--- config.mk ---
export PLATFORM = sky130hd
export DESIGN_NAME = css_top
export DESIGN_NICKNAME = d
export VERILOG_FILES = /design/src/core/css_pkg.sv /design/src/core/css_check_if.sv /design/src/core/css_frame_check.sv /design/src/core/css_top.sv
export SDC_FILE = /design/constraint.sdc
export NUM_CORES = 1
export LEC_CHECK = 0
export ABC_CLOCK_PERIOD_IN_PS = 2680
export BUFFER_PORTS_ARGS = -buffer_cell sky130_fd_sc_hd__buf_2
export CORE_UTILIZATION = 48
export CTS_BUF_LIST = sky130_fd_sc_hd__clkbuf_4 sky130_fd_sc_hd__clkbuf_8 sky130_fd_sc_hd__clkbuf_16
export DETAILED_ROUTE_END_ITERATION = 7
export HOLD_SLACK_MARGIN = 0.15
export PLACE_DENSITY = 0.76
export SLEW_MARGIN = 20
export SYNTH_ARGS = -nofsm -noshare
export SYNTH_HDL_FRONTEND = slang
export SYNTH_SLANG_ARGS = --single-unit
export TNS_END_PERCENT = 10
--- constraint.sdc ---
create_clock -name clock_in -period 2.68 [get_ports clock_in]
set_input_delay 0.268 -clock clock_in [delete_from_list [all_inputs] [get_ports clock_in]]
set_output_delay 0.268 -clock clock_in [all_outputs]
set_load 0.03 [all_outputs]
--- src/core/css_pkg.sv ---
// Constants shared by the startup sequencer and its frame checker.
// Assumes a 32-bit APB register port with byte addresses in the low 8 bits.
`default_nettype none
package css_pkg;

  localparam int          CSS_ADDR_W      = 8;
  localparam int          CSS_DATA_W      = 32;

  localparam logic [7:0]  CSS_CFG0_ADDR   = 8'h00;
  localparam logic [7:0]  CSS_CFG1_ADDR   = 8'h04;
  localparam logic [7:0]  CSS_STAT_ADDR   = 8'h08;
  localparam logic [7:0]  CSS_MASK_ADDR   = 8'h0C;
  localparam logic [7:0]  CSS_STATE_ADDR  = 8'h10;

  // Startup-setup word field positions (3-bit phase codes and the 1-bit done pipe flag)
  localparam int          CSS_DONE_LSB    = 0;
  localparam int          CSS_PIPE_BIT    = 3;
  localparam int          CSS_TS_LSB      = 4;
  localparam int          CSS_WE_LSB      = 8;
  localparam int          CSS_LOCK_LSB    = 12;
  localparam int          CSS_MATCH_LSB   = 16;
  localparam logic [31:0] CSS_CFG0_RST    = 32'h0007_7654;

  // Integrity and access word field positions
  localparam int          CSS_PFC_BIT     = 0;
  localparam int          CSS_LOCKOUT_LSB = 1;
  localparam int          CSS_LIVE_BIT    = 3;
  localparam int          CSS_PORT_LSB    = 4;
  localparam int          CSS_MON_LSB     = 6;
  localparam int          CSS_PWR_BIT     = 8;
  localparam logic [31:0] CSS_CFG1_RST    = 32'h0000_0000;

  // Phase codes: 0 means "with done" for tristate and write enable
  localparam logic [2:0]  CSS_PH_DONE     = 3'h0;
  localparam logic [2:0]  CSS_PH_KEEP     = 3'h7;
  localparam logic [2:0]  CSS_PH_NOSTALL  = 3'h7;
  localparam logic [2:0]  CSS_PH_LAST     = 3'h7;

  localparam logic [1:0]  CSS_PORT_AUTO   = 2'h0;
  localparam logic [1:0]  CSS_PORT_TOP    = 2'h1;
  localparam logic [1:0]  CSS_PORT_BOTTOM = 2'h2;
  localparam logic [1:0]  CSS_MON_FULL    = 2'h0;
  localparam logic [1:0]  CSS_MON_STATUS  = 2'h1;

  // Event bits of the status and mask registers
  localparam int          CSS_EV_DONE     = 0;
  localparam int          CSS_EV_CHECK    = 1;
  localparam int          CSS_EV_RB_REF   = 2;
  localparam int          CSS_EV_RC_REF   = 3;
  localparam int          CSS_EV_COUNT    = 4;

  localparam logic [31:0] CSS_CHECK_SEED  = 32'h0000_0000;

  typedef enum logic [1:0] {
    CSS_ST_IDLE = 2'b00,
    CSS_ST_RUN  = 2'b01,
    CSS_ST_END  = 2'b11
  } css_state_e;

endpackage
`default_nettype wire

--- src/core/css_check_if.sv ---
// Carrier between the sequencer top and its per-frame checker.
// Assumes both ends run on the configuration clock.
`timescale 1ns/100ps
`default_nettype none
interface css_check_if;
  logic        enable;
  logic        valid;
  logic        is_check;
  logic [31:0] data;
  logic        commit;
  logic        error;

  modport src (output enable, output valid, output is_check, output data,
               input commit, input error);
  modport chk (input enable, input valid, input is_check, input data,
               output commit, output error);
endinterface
`default_nettype wire

--- src/core/css_frame_check.sv ---
// Per-frame check of the configuration stream.
// Assumes stream words are synchronous to the configuration clock.
`timescale 1ns/100ps
`default_nettype none
module css_frame_check
  import css_pkg::*;
(
  input  wire logic clock_in,
  input  wire logic reset_in,
  css_check_if.chk  link
);

  logic [31:0] acc_q;
  logic [31:0] acc_d;
  logic        commit_q;
  logic        error_q;
  logic        word_ok;
  wire         data_word  = link.valid && !link.is_check;
  wire         check_word = link.valid && link.is_check;

  // Rotate and fold each data word into the running frame value
  assign acc_d   = {acc_q[30:0], acc_q[31]} ^ link.data;
  assign word_ok = !link.enable || (link.data == acc_q);

  always_ff @(posedge clock_in or posedge reset_in) begin
    if (reset_in) begin
      acc_q <= CSS_CHECK_SEED;
    end else if (check_word) begin
      acc_q <= CSS_CHECK_SEED;
    end else if (data_word) begin
      acc_q <= acc_d;
    end
  end

  // A frame is released for loading at its check word if it matched or checking is disabled
  always_ff @(posedge clock_in or posedge reset_in) begin
    if (reset_in) begin
      commit_q <= 1'b0;
      error_q  <= 1'b0;
    end else begin
      commit_q <= check_word && word_ok;
      error_q  <= check_word && !word_ok;
    end
  end

  assign link.commit = commit_q;
  assign link.error  = error_q;
endmodule
`default_nettype wire

--- src/core/css_top.sv ---
// Startup sequencer and configuration-integrity controls with an APB port.
// Assumes clock_in is the configuration clock; lock and match inputs are asynchronous.
`timescale 1ns/100ps
`default_nettype none
module css_top
  import css_pkg::*;
(
  input  wire logic                  clock_in,
  input  wire logic                  reset_in,
  input  wire logic                  psel_in,
  input  wire logic                  penable_in,
  input  wire logic                  pwrite_in,
  input  wire logic [CSS_ADDR_W-1:0] paddr_in,
  input  wire logic [CSS_DATA_W-1:0] pwdata_in,
  output logic      [CSS_DATA_W-1:0] prdata_out,
  output logic                       pready_out,
  output logic                       pslverr_out,
  input  wire logic                  image_loaded_in,
  input  wire logic                  clock_lock_in,
  input  wire logic                  impedance_match_in,
  input  wire logic                  stream_valid_in,
  input  wire logic [31:0]           stream_data_in,
  input  wire logic                  stream_is_check_in,
  input  wire logic                  readback_request_in,
  input  wire logic                  reconfig_request_in,
  output logic                       readback_grant_out,
  output logic                       frame_commit_out,
  output logic                       done_out,
  output logic                       global_io_tristate_out,
  output logic                       global_write_enable_out,
  output logic                       bram_enable_out,
  output logic                       global_interconnect_hold_out,
  output logic                       global_set_reset_out,
  output logic                       init_status_n_out,
  output logic                       partial_load_error_out,
  output logic                       access_port_top_out,
  output logic                       access_port_bottom_out,
  output logic                       monitor_jtag_full_out,
  output logic                       monitor_jtag_status_out,
  output logic                       monitor_power_off_out,
  output logic                       irq_out
);

  css_state_e              st_q;
  css_state_e              st_d;
  logic [2:0]              phase_q;
  logic [31:0]             cfg0_q;
  logic [31:0]             cfg1_q;
  logic [CSS_EV_COUNT-1:0] stat_q;
  logic [CSS_EV_COUNT-1:0] mask_q;
  logic [CSS_EV_COUNT-1:0] events;
  logic [1:0]              sync_a_q;
  logic [1:0]              sync_b_q;
  logic                    done_raw_q;
  logic                    done_q;
  logic                    ts_rel_q;
  logic                    we_on_q;
  logic                    err_q;
  logic [31:0]             rdata_q;
  logic                    rerr_q;
  logic [31:0]             rdata_mux;

  css_check_if chk_link ();

  // Setting fields
  wire [2:0] done_sel  = cfg0_q[CSS_DONE_LSB +: 3];
  wire       done_pipe = cfg0_q[CSS_PIPE_BIT];
  wire [2:0] ts_sel    = cfg0_q[CSS_TS_LSB +: 3];
  wire [2:0] we_sel    = cfg0_q[CSS_WE_LSB +: 3];
  wire [2:0] lock_sel  = cfg0_q[CSS_LOCK_LSB +: 3];
  wire [2:0] match_sel = cfg0_q[CSS_MATCH_LSB +: 3];
  wire       pfc_en    = cfg1_q[CSS_PFC_BIT];
  wire [1:0] lockout   = cfg1_q[CSS_LOCKOUT_LSB +: 2];
  wire       live_mode = cfg1_q[CSS_LIVE_BIT];
  wire [1:0] port_sel  = cfg1_q[CSS_PORT_LSB +: 2];
  wire [1:0] mon_sel   = cfg1_q[CSS_MON_LSB +: 2];

  // Synchronised lock and match levels
  wire lock_ok  = sync_b_q[1];
  wire match_ok = sync_b_q[0];

  // APB decode
  wire setup    = psel_in && !penable_in;
  wire wr_acc   = psel_in && penable_in && pwrite_in;
  wire hit_cfg0 = (paddr_in == CSS_CFG0_ADDR);
  wire hit_cfg1 = (paddr_in == CSS_CFG1_ADDR);
  wire hit_stat = (paddr_in == CSS_STAT_ADDR);
  wire hit_mask = (paddr_in == CSS_MASK_ADDR);
  wire hit_st   = (paddr_in == CSS_STATE_ADDR);
  wire mapped   = hit_cfg0 || hit_cfg1 || hit_stat || hit_mask || hit_st;
  wire [CSS_EV_COUNT-1:0] w1c = (wr_acc && hit_stat) ? pwdata_in[CSS_EV_COUNT-1:0]
                                                     : {CSS_EV_COUNT{1'b0}};

  // Sequencer decode
  wire running     = (st_q == CSS_ST_RUN);
  wire stall_lock  = (lock_sel != CSS_PH_NOSTALL) && (phase_q == lock_sel) && !lock_ok;
  wire stall_match = (match_sel != CSS_PH_NOSTALL) && (phase_q == match_sel) && !match_ok;
  wire stall       = stall_lock || stall_match;
  wire advance     = running && !stall;
  wire done_live   = (done_sel != CSS_PH_KEEP) && (done_sel != CSS_PH_DONE);
  wire done_hit    = running && done_live && (phase_q == done_sel);
  wire ts_hit      = running && (ts_sel != CSS_PH_KEEP)
                     && ((ts_sel == CSS_PH_DONE) ? done_q : (phase_q == ts_sel));
  wire we_hit      = running && (we_sel != CSS_PH_KEEP)
                     && ((we_sel == CSS_PH_DONE) ? done_q : (phase_q == we_sel));
  wire rb_allowed  = (lockout == 2'h0);
  wire rc_allowed  = !lockout[1];
  wire rc_take     = reconfig_request_in && (st_q == CSS_ST_END) && rc_allowed;
  wire start_take  = (st_q == CSS_ST_IDLE) && image_loaded_in;
  wire done_next   = done_q || (done_pipe ? done_raw_q : done_hit);

  assign events[CSS_EV_DONE]   = done_next && !done_q;
  assign events[CSS_EV_CHECK]  = chk_link.error;
  assign events[CSS_EV_RB_REF] = readback_request_in && !rb_allowed;
  assign events[CSS_EV_RC_REF] = reconfig_request_in && !rc_allowed;

  // Read mux
  assign rdata_mux = hit_cfg0 ? cfg0_q :
                     hit_cfg1 ? cfg1_q :
                     hit_stat ? {28'h0000000, stat_q} :
                     hit_mask ? {28'h0000000, mask_q} :
                     hit_st   ? {20'h00000, err_q, we_on_q, ts_rel_q, done_q,
                                 lock_ok, match_ok, st_q, phase_q, 1'b0} :
                                32'h0000_0000;

  always_comb begin
    st_d = st_q;
    case (st_q)
      CSS_ST_IDLE: begin
        if (start_take) begin
          st_d = CSS_ST_RUN;
        end
      end
      CSS_ST_RUN: begin
        if (advance && phase_q == CSS_PH_LAST) begin
          st_d = CSS_ST_END;
        end
      end
      CSS_ST_END: begin
        if (rc_take) begin
          st_d = CSS_ST_IDLE;
        end
      end
      default: begin
        st_d = CSS_ST_IDLE;
      end
    endcase
  end

  // Two-flop synchronisers for the clock-manager lock and the match level
  always_ff @(posedge clock_in or posedge reset_in) begin
    if (reset_in) begin
      sync_a_q <= 2'h0;
      sync_b_q <= 2'h0;
    end else begin
      sync_a_q <= {clock_lock_in, impedance_match_in};
      sync_b_q <= sync_a_q;
    end
  end

  always_ff @(posedge clock_in or posedge reset_in) begin
    if (reset_in) begin
      st_q    <= CSS_ST_IDLE;
      phase_q <= 3'h0;
    end else begin
      st_q <= st_d;
      if (start_take) begin
        phase_q <= 3'h0;
      end else if (advance && phase_q != CSS_PH_LAST) begin
        phase_q <= phase_q + 3'h1;
      end
    end
  end

  // Startup milestones, cleared when a new image starts
  always_ff @(posedge clock_in or posedge reset_in) begin
    if (reset_in) begin
      done_raw_q <= 1'b0;
      done_q     <= 1'b0;
      ts_rel_q   <= 1'b0;
      we_on_q    <= 1'b0;
    end else if (start_take) begin
      done_raw_q <= 1'b0;
      done_q     <= 1'b0;
      ts_rel_q   <= 1'b0;
      we_on_q    <= 1'b0;
    end else begin
      done_raw_q <= done_raw_q || done_hit;
      done_q     <= done_next;
      ts_rel_q   <= ts_rel_q || ts_hit;
      we_on_q    <= we_on_q || we_hit;
    end
  end

  // Check error stays until the next image starts
  always_ff @(posedge clock_in or posedge reset_in) begin
    if (reset_in) begin
      err_q <= 1'b0;
    end else if (chk_link.error) begin
      err_q <= 1'b1;
    end else if (start_take) begin
      err_q <= 1'b0;
    end
  end

  // Register writes; a new event wins over a clear in the same cycle
  always_ff @(posedge clock_in or posedge reset_in) begin
    if (reset_in) begin
      cfg0_q <= CSS_CFG0_RST;
      cfg1_q <= CSS_CFG1_RST;
      mask_q <= {CSS_EV_COUNT{1'b0}};
      stat_q <= {CSS_EV_COUNT{1'b0}};
    end else begin
      if (wr_acc && hit_cfg0) begin
        cfg0_q <= pwdata_in & 32'h0007_777F;
      end
      if (wr_acc && hit_cfg1) begin
        cfg1_q <= pwdata_in & 32'h0000_01FF;
      end
      if (wr_acc && hit_mask) begin
        mask_q <= pwdata_in[CSS_EV_COUNT-1:0];
      end
      stat_q <= (stat_q & ~w1c) | events;
    end
  end

  // Read data and error are taken in the setup cycle
  always_ff @(posedge clock_in or posedge reset_in) begin
    if (reset_in) begin
      rdata_q <= 32'h0000_0000;
      rerr_q  <= 1'b0;
    end else if (setup) begin
      rdata_q <= pwrite_in ? 32'h0000_0000 : rdata_mux;
      rerr_q  <= !mapped;
    end
  end

  assign chk_link.enable   = pfc_en;
  assign chk_link.valid    = stream_valid_in;
  assign chk_link.is_check = stream_is_check_in;
  assign chk_link.data     = stream_data_in;

  css_frame_check u_check (
    .clock_in (clock_in),
    .reset_in (reset_in),
    .link     (chk_link)
  );

  assign prdata_out                   = rdata_q;
  assign pready_out                   = 1'b1;
  assign pslverr_out                  = rerr_q;
  assign frame_commit_out             = chk_link.commit;
  assign readback_grant_out           = readback_request_in && rb_allowed;
  assign done_out                     = done_q;
  assign global_io_tristate_out       = !ts_rel_q;
  assign global_write_enable_out      = we_on_q;
  assign bram_enable_out              = we_on_q;
  assign global_interconnect_hold_out = !live_mode && !done_q;
  assign global_set_reset_out         = !live_mode && (st_q != CSS_ST_END);
  assign init_status_n_out            = !err_q;
  assign partial_load_error_out       = err_q;
  assign access_port_top_out          = (port_sel != CSS_PORT_BOTTOM);
  assign access_port_bottom_out       = (port_sel == CSS_PORT_BOTTOM);
  assign monitor_jtag_full_out        = (mon_sel == CSS_MON_FULL);
  assign monitor_jtag_status_out      = (mon_sel == CSS_MON_FULL)
                                        || (mon_sel == CSS_MON_STATUS);
  assign monitor_power_off_out        = cfg1_q[CSS_PWR_BIT];
  assign irq_out                      = |(stat_q & mask_q);
endmodule
`default_nettype wire

==> results.tsv <==
stage	metric	value	unit
status	status	finished, final reports clean	
detailed_routing	Via density	5.41	
cts	total CTS buffers	9	
global_route	number of global-route vias before repair	4180	
sta	final hold vios	0	
detailed_routing	per-cell routed wire length	16.1	µm
sta	Max-slew headroom	0.497	
sta	maximum clock rate	516	MHz
pwr	power per standard cell area	622	nW/µm²
critical_path	Crit Path Max Fanout	18	
sta	Final period util	0.723	
pwr	Peak VDD IR	0.430	mV
synthesis	share of flip-flops with an asynchronous set or reset	1.00	
synthesis	EDFF count, synth	0	
sta	worst slew pin tran	0.753	ns
detailed_routing	WL final	12.2	mm
hold_path	Hold Path Cell Cnt	2	
die	Die Width	107	µm
synthesis	mapped cell area	5320	µm²
cts	CTS root buf	clkbuf_8	
synthesis	largest area contributor in the netlist	dfrtp_1	
critical_path	Cell Chain, Critical Path	xor2_1 > a2111oi_0 > a21oi_1 > o211ai_1 > mux2i_1	
final_layout	synthesis-to-layout area growth	18.3	%
cts	Setup Buffers After CTS	0	
run	max_cap viols	0	
final_layout	diodes inserted	0	
die	DIE HEIGHT	107	µm
synthesis	Synth Instances	502	
cts	clock latency on the worst-skew pair	0.37	ns
critical_path	Slowest Stage Delay on Critical Path	0.76	ns
global_route	largest net degree at the start of global routing	68	
placement	Placer Congestion	0.848	
synthesis	average size of a mapped cell	10.6	µm²
final_layout	final core occ	0.583	
sta	RSZ-0062 raised after global routing	no	
synthesis	register bit count reported by yosys	100	
hold_path	hold worst-path end	cfg0_q[1]	
critical_path	Worst Path Arrival	2.24	ns
synthesis	post-synth top area share	0.419	
cts	H-Tree Depth	3	
die	Ports	134	
die	Std-Cell Rows	38	
global_route	global-route wire length before repair	20.3	mm
critical_path	R2R Path End	phase_q[1]	
critical_path	reg2reg setup slack	0.74	ns
final_layout	layout cells sized above 1	0.285	
sta	clock skew	0.0107	ns
cts	CTS tree	done	
critical_path	slowest stage cell, crit path	dfrtp_1	
critical_path	Reg2Reg Launch Point	phase_q[2]	
detailed_routing	DR DRC count	0	
cts	Reg clk slew, reported paths	0.09	ns
cts	Max clock buf depth	2	
placement	Detailed Place HPWL	8.73	mm
cts	clock sinks	100	
detailed_routing	drt pass-1 iters	4	
sta	crit path time final	1.94	ns
critical_path	CP startpoint kind	flip-flop	
synthesis	synth top area cells	dfrtp_1 42%, xnor2_1 5.9%, xor2_1 5.9%	
detailed_routing	Starting DRT DRC Count	165	
hold_path	HP Start	pwdata_in[1]	
global_route	Tot GR Track Use	0.229	
global_route	initial antenna violation count	0	
critical_path	Worst Reg-to-Reg Cells	5	
critical_path	kind of critical path	flip-flop to flip-flop	
detailed_routing	vias	4103	
final_layout	Final nets	699	
die	Core Area	10800	µm²
die	Die Area	11500	µm²
synthesis	warnings from Yosys	0	
placement	I/O Buffers	103	
critical_path	Worst setup EP type	flip-flop	
critical_path	WP data required	2.98	ns
cts	post-cts sizing count	0	
synthesis	post-synthesis sequential area ratio	0.473	
sta	final setup violating endpoints	0	
sta	Setup TNS	0	ns
detailed_routing	Post-DRT Antenna Nets	0	
hold_path	worst min-delay path class	input pin to flip-flop	
pwr	Leak Pwr	3.01	nW
synthesis	Yosys cell types	51	
sta	final slew viol count	0	
global_route	GR Overflow Total	0	
synthesis	dominant synthesized flop cell	dfrtp_1	
die	Starting Density	0.493	
how the worst max path moves through the flow:
stage	from	end	slack, ns
global placement	paddr_in[1]	cfg0_q[8]	0.61
finish	phase_q[2]	phase_q[1]	0.74
floorplan	paddr_in[1]	cfg0_q[0]	0.84
detailed placement	paddr_in[1]	cfg0_q[5]	0.57
global route	phase_q[2]	phase_q[1]	0.58
CTS	phase_q[2]	phase_q[1]	0.72
where the power goes:
| part | switching [mW] | internal (mW) |
|---|---|---|
| sequential | 0.260 | 1.65 |
| combinational | 0.546 | 0.442 |
| clock | 0.520 | 0.490 |
flip-flops by register name, indices dropped and copies added, names as in the netlist, 2 cells and up:
register       flops
cfg0_q            16
st_q               2
mask_q             4
sync_b_q           2
stat_q             4
sync_a_q           2
prdata_out        18
cfg1_q             9
phase_q            3
u_check.acc_q     32
what timing repair did:
| item | 4_1_cts | 5_1_grt |
|---|---|---|
| hold buffers | 20 | 0 |
| setup endpoints to repair | 0 | 0 |
| hold endpoints to repair | 57 | 0 |
Yosys cell counts (all sizes together), types with 6 or more instances:
| cell type | number |
|---|---|
| nand2b | 12 |
| a21oi | 16 |
| buf | 19 |
| nor2 | 16 |
| inv | 47 |
| nand2 | 26 |
| dfrtp | 89 |
| mux2 | 29 |
| nor4 | 17 |
| o21ai | 9 |
| mux2i | 9 |
| o22ai | 35 |
| a22o | 9 |
| nand3 | 6 |
| xor2 | 36 |
| clkbuf | 21 |
| nor2b | 7 |
| dfstp | 11 |
| xnor2 | 36 |
| a32o | 8 |
per-layer routing:
| layer | part of all wire | vias up | GRT usage |
|---|---|---|---|
| met5 | 0 | - | 0 |
| met4 | 0.024 | 0 | 0.0920 |
| met3 | 0.068 | 24 | 0.0638 |
| met2 | 0.50 | 167 | 0.384 |
| met1 | 0.41 | 1977 | 0.278 |
| li1 | - | 1935 | - |
final cells by class:
cell class	count	area (µm²)
fill	911	4500
sequential	100	2520
multi-input combinational	328	2450
timing repair buffer	127	758
inverter	47	180
tap	140	175
clock buffer	12	159
clock inverter	4	47.5
layout by cell type (no fill, tap or decap), drive strengths merged, types with 6 or more instances in the layout:
cell type / instances
nand2: 26
conb: 15
o22ai: 35
dfstp: 11
nor2: 16
dlygate4sd3: 20
nor2b: 7
mux2i: 9
dfrtp: 89
xor2: 36
nand2b: 12
clkbuf: 12
o21ai: 9
inv: 46
mux2: 29
a21oi: 16
nor4: 17
buf: 107
xnor2: 36
nand3: 6
a32o: 8
a22o: 9
worst max-delay path: cells and delay by family, from the launching register on:
family         cells  cell delay [ns]
multiplexers       1             0.24
flip-flops         1             0.76
XOR/XNOR           1             0.13
AO/OA/AOI/OAI      3             0.74
cell families (layout without fill, tap and decap cells):
| kind of cell | count (synthesis) | in the layout | synth area share |
|---|---|---|---|
| AO/OA/AOI/OAI | 101 | 101 | 0.131 |
| XOR/XNOR | 72 | 72 | 0.119 |
| adder cells (fa/ha/maj) | 2 | 2 | 0.00471 |
| buffers and inverters | 87 | 190 | 0.0744 |
| flip-flops | 100 | 100 | 0.473 |
| multiplexers | 39 | 39 | 0.0897 |
| other | 2 | 15 | 0.00141 |
| AND/OR/NAND/NOR | 99 | 99 | 0.107 |
through the flow:
step / setup WS (ns) / power, mW / area [µm²] / instances / hold slack, ns
final: 0.742 / 3.91 / 6290 / 758 / 0.195
after global placement: 0.611 / 2.85 / 5880 / 722 / 0.347
after CTS: 0.720 / 3.94 / 6290 / 758 / 0.167
after floorplan: 0.840 / 2.63 / 5370 / 515 / 0.299
after global routing: 0.585 / 4.15 / 6290 / 758 / 0.160
after detailed placement: 0.570 / 2.90 / 5880 / 722 / 0.347
No activity file was read; power rests on OpenSTA's default activity.
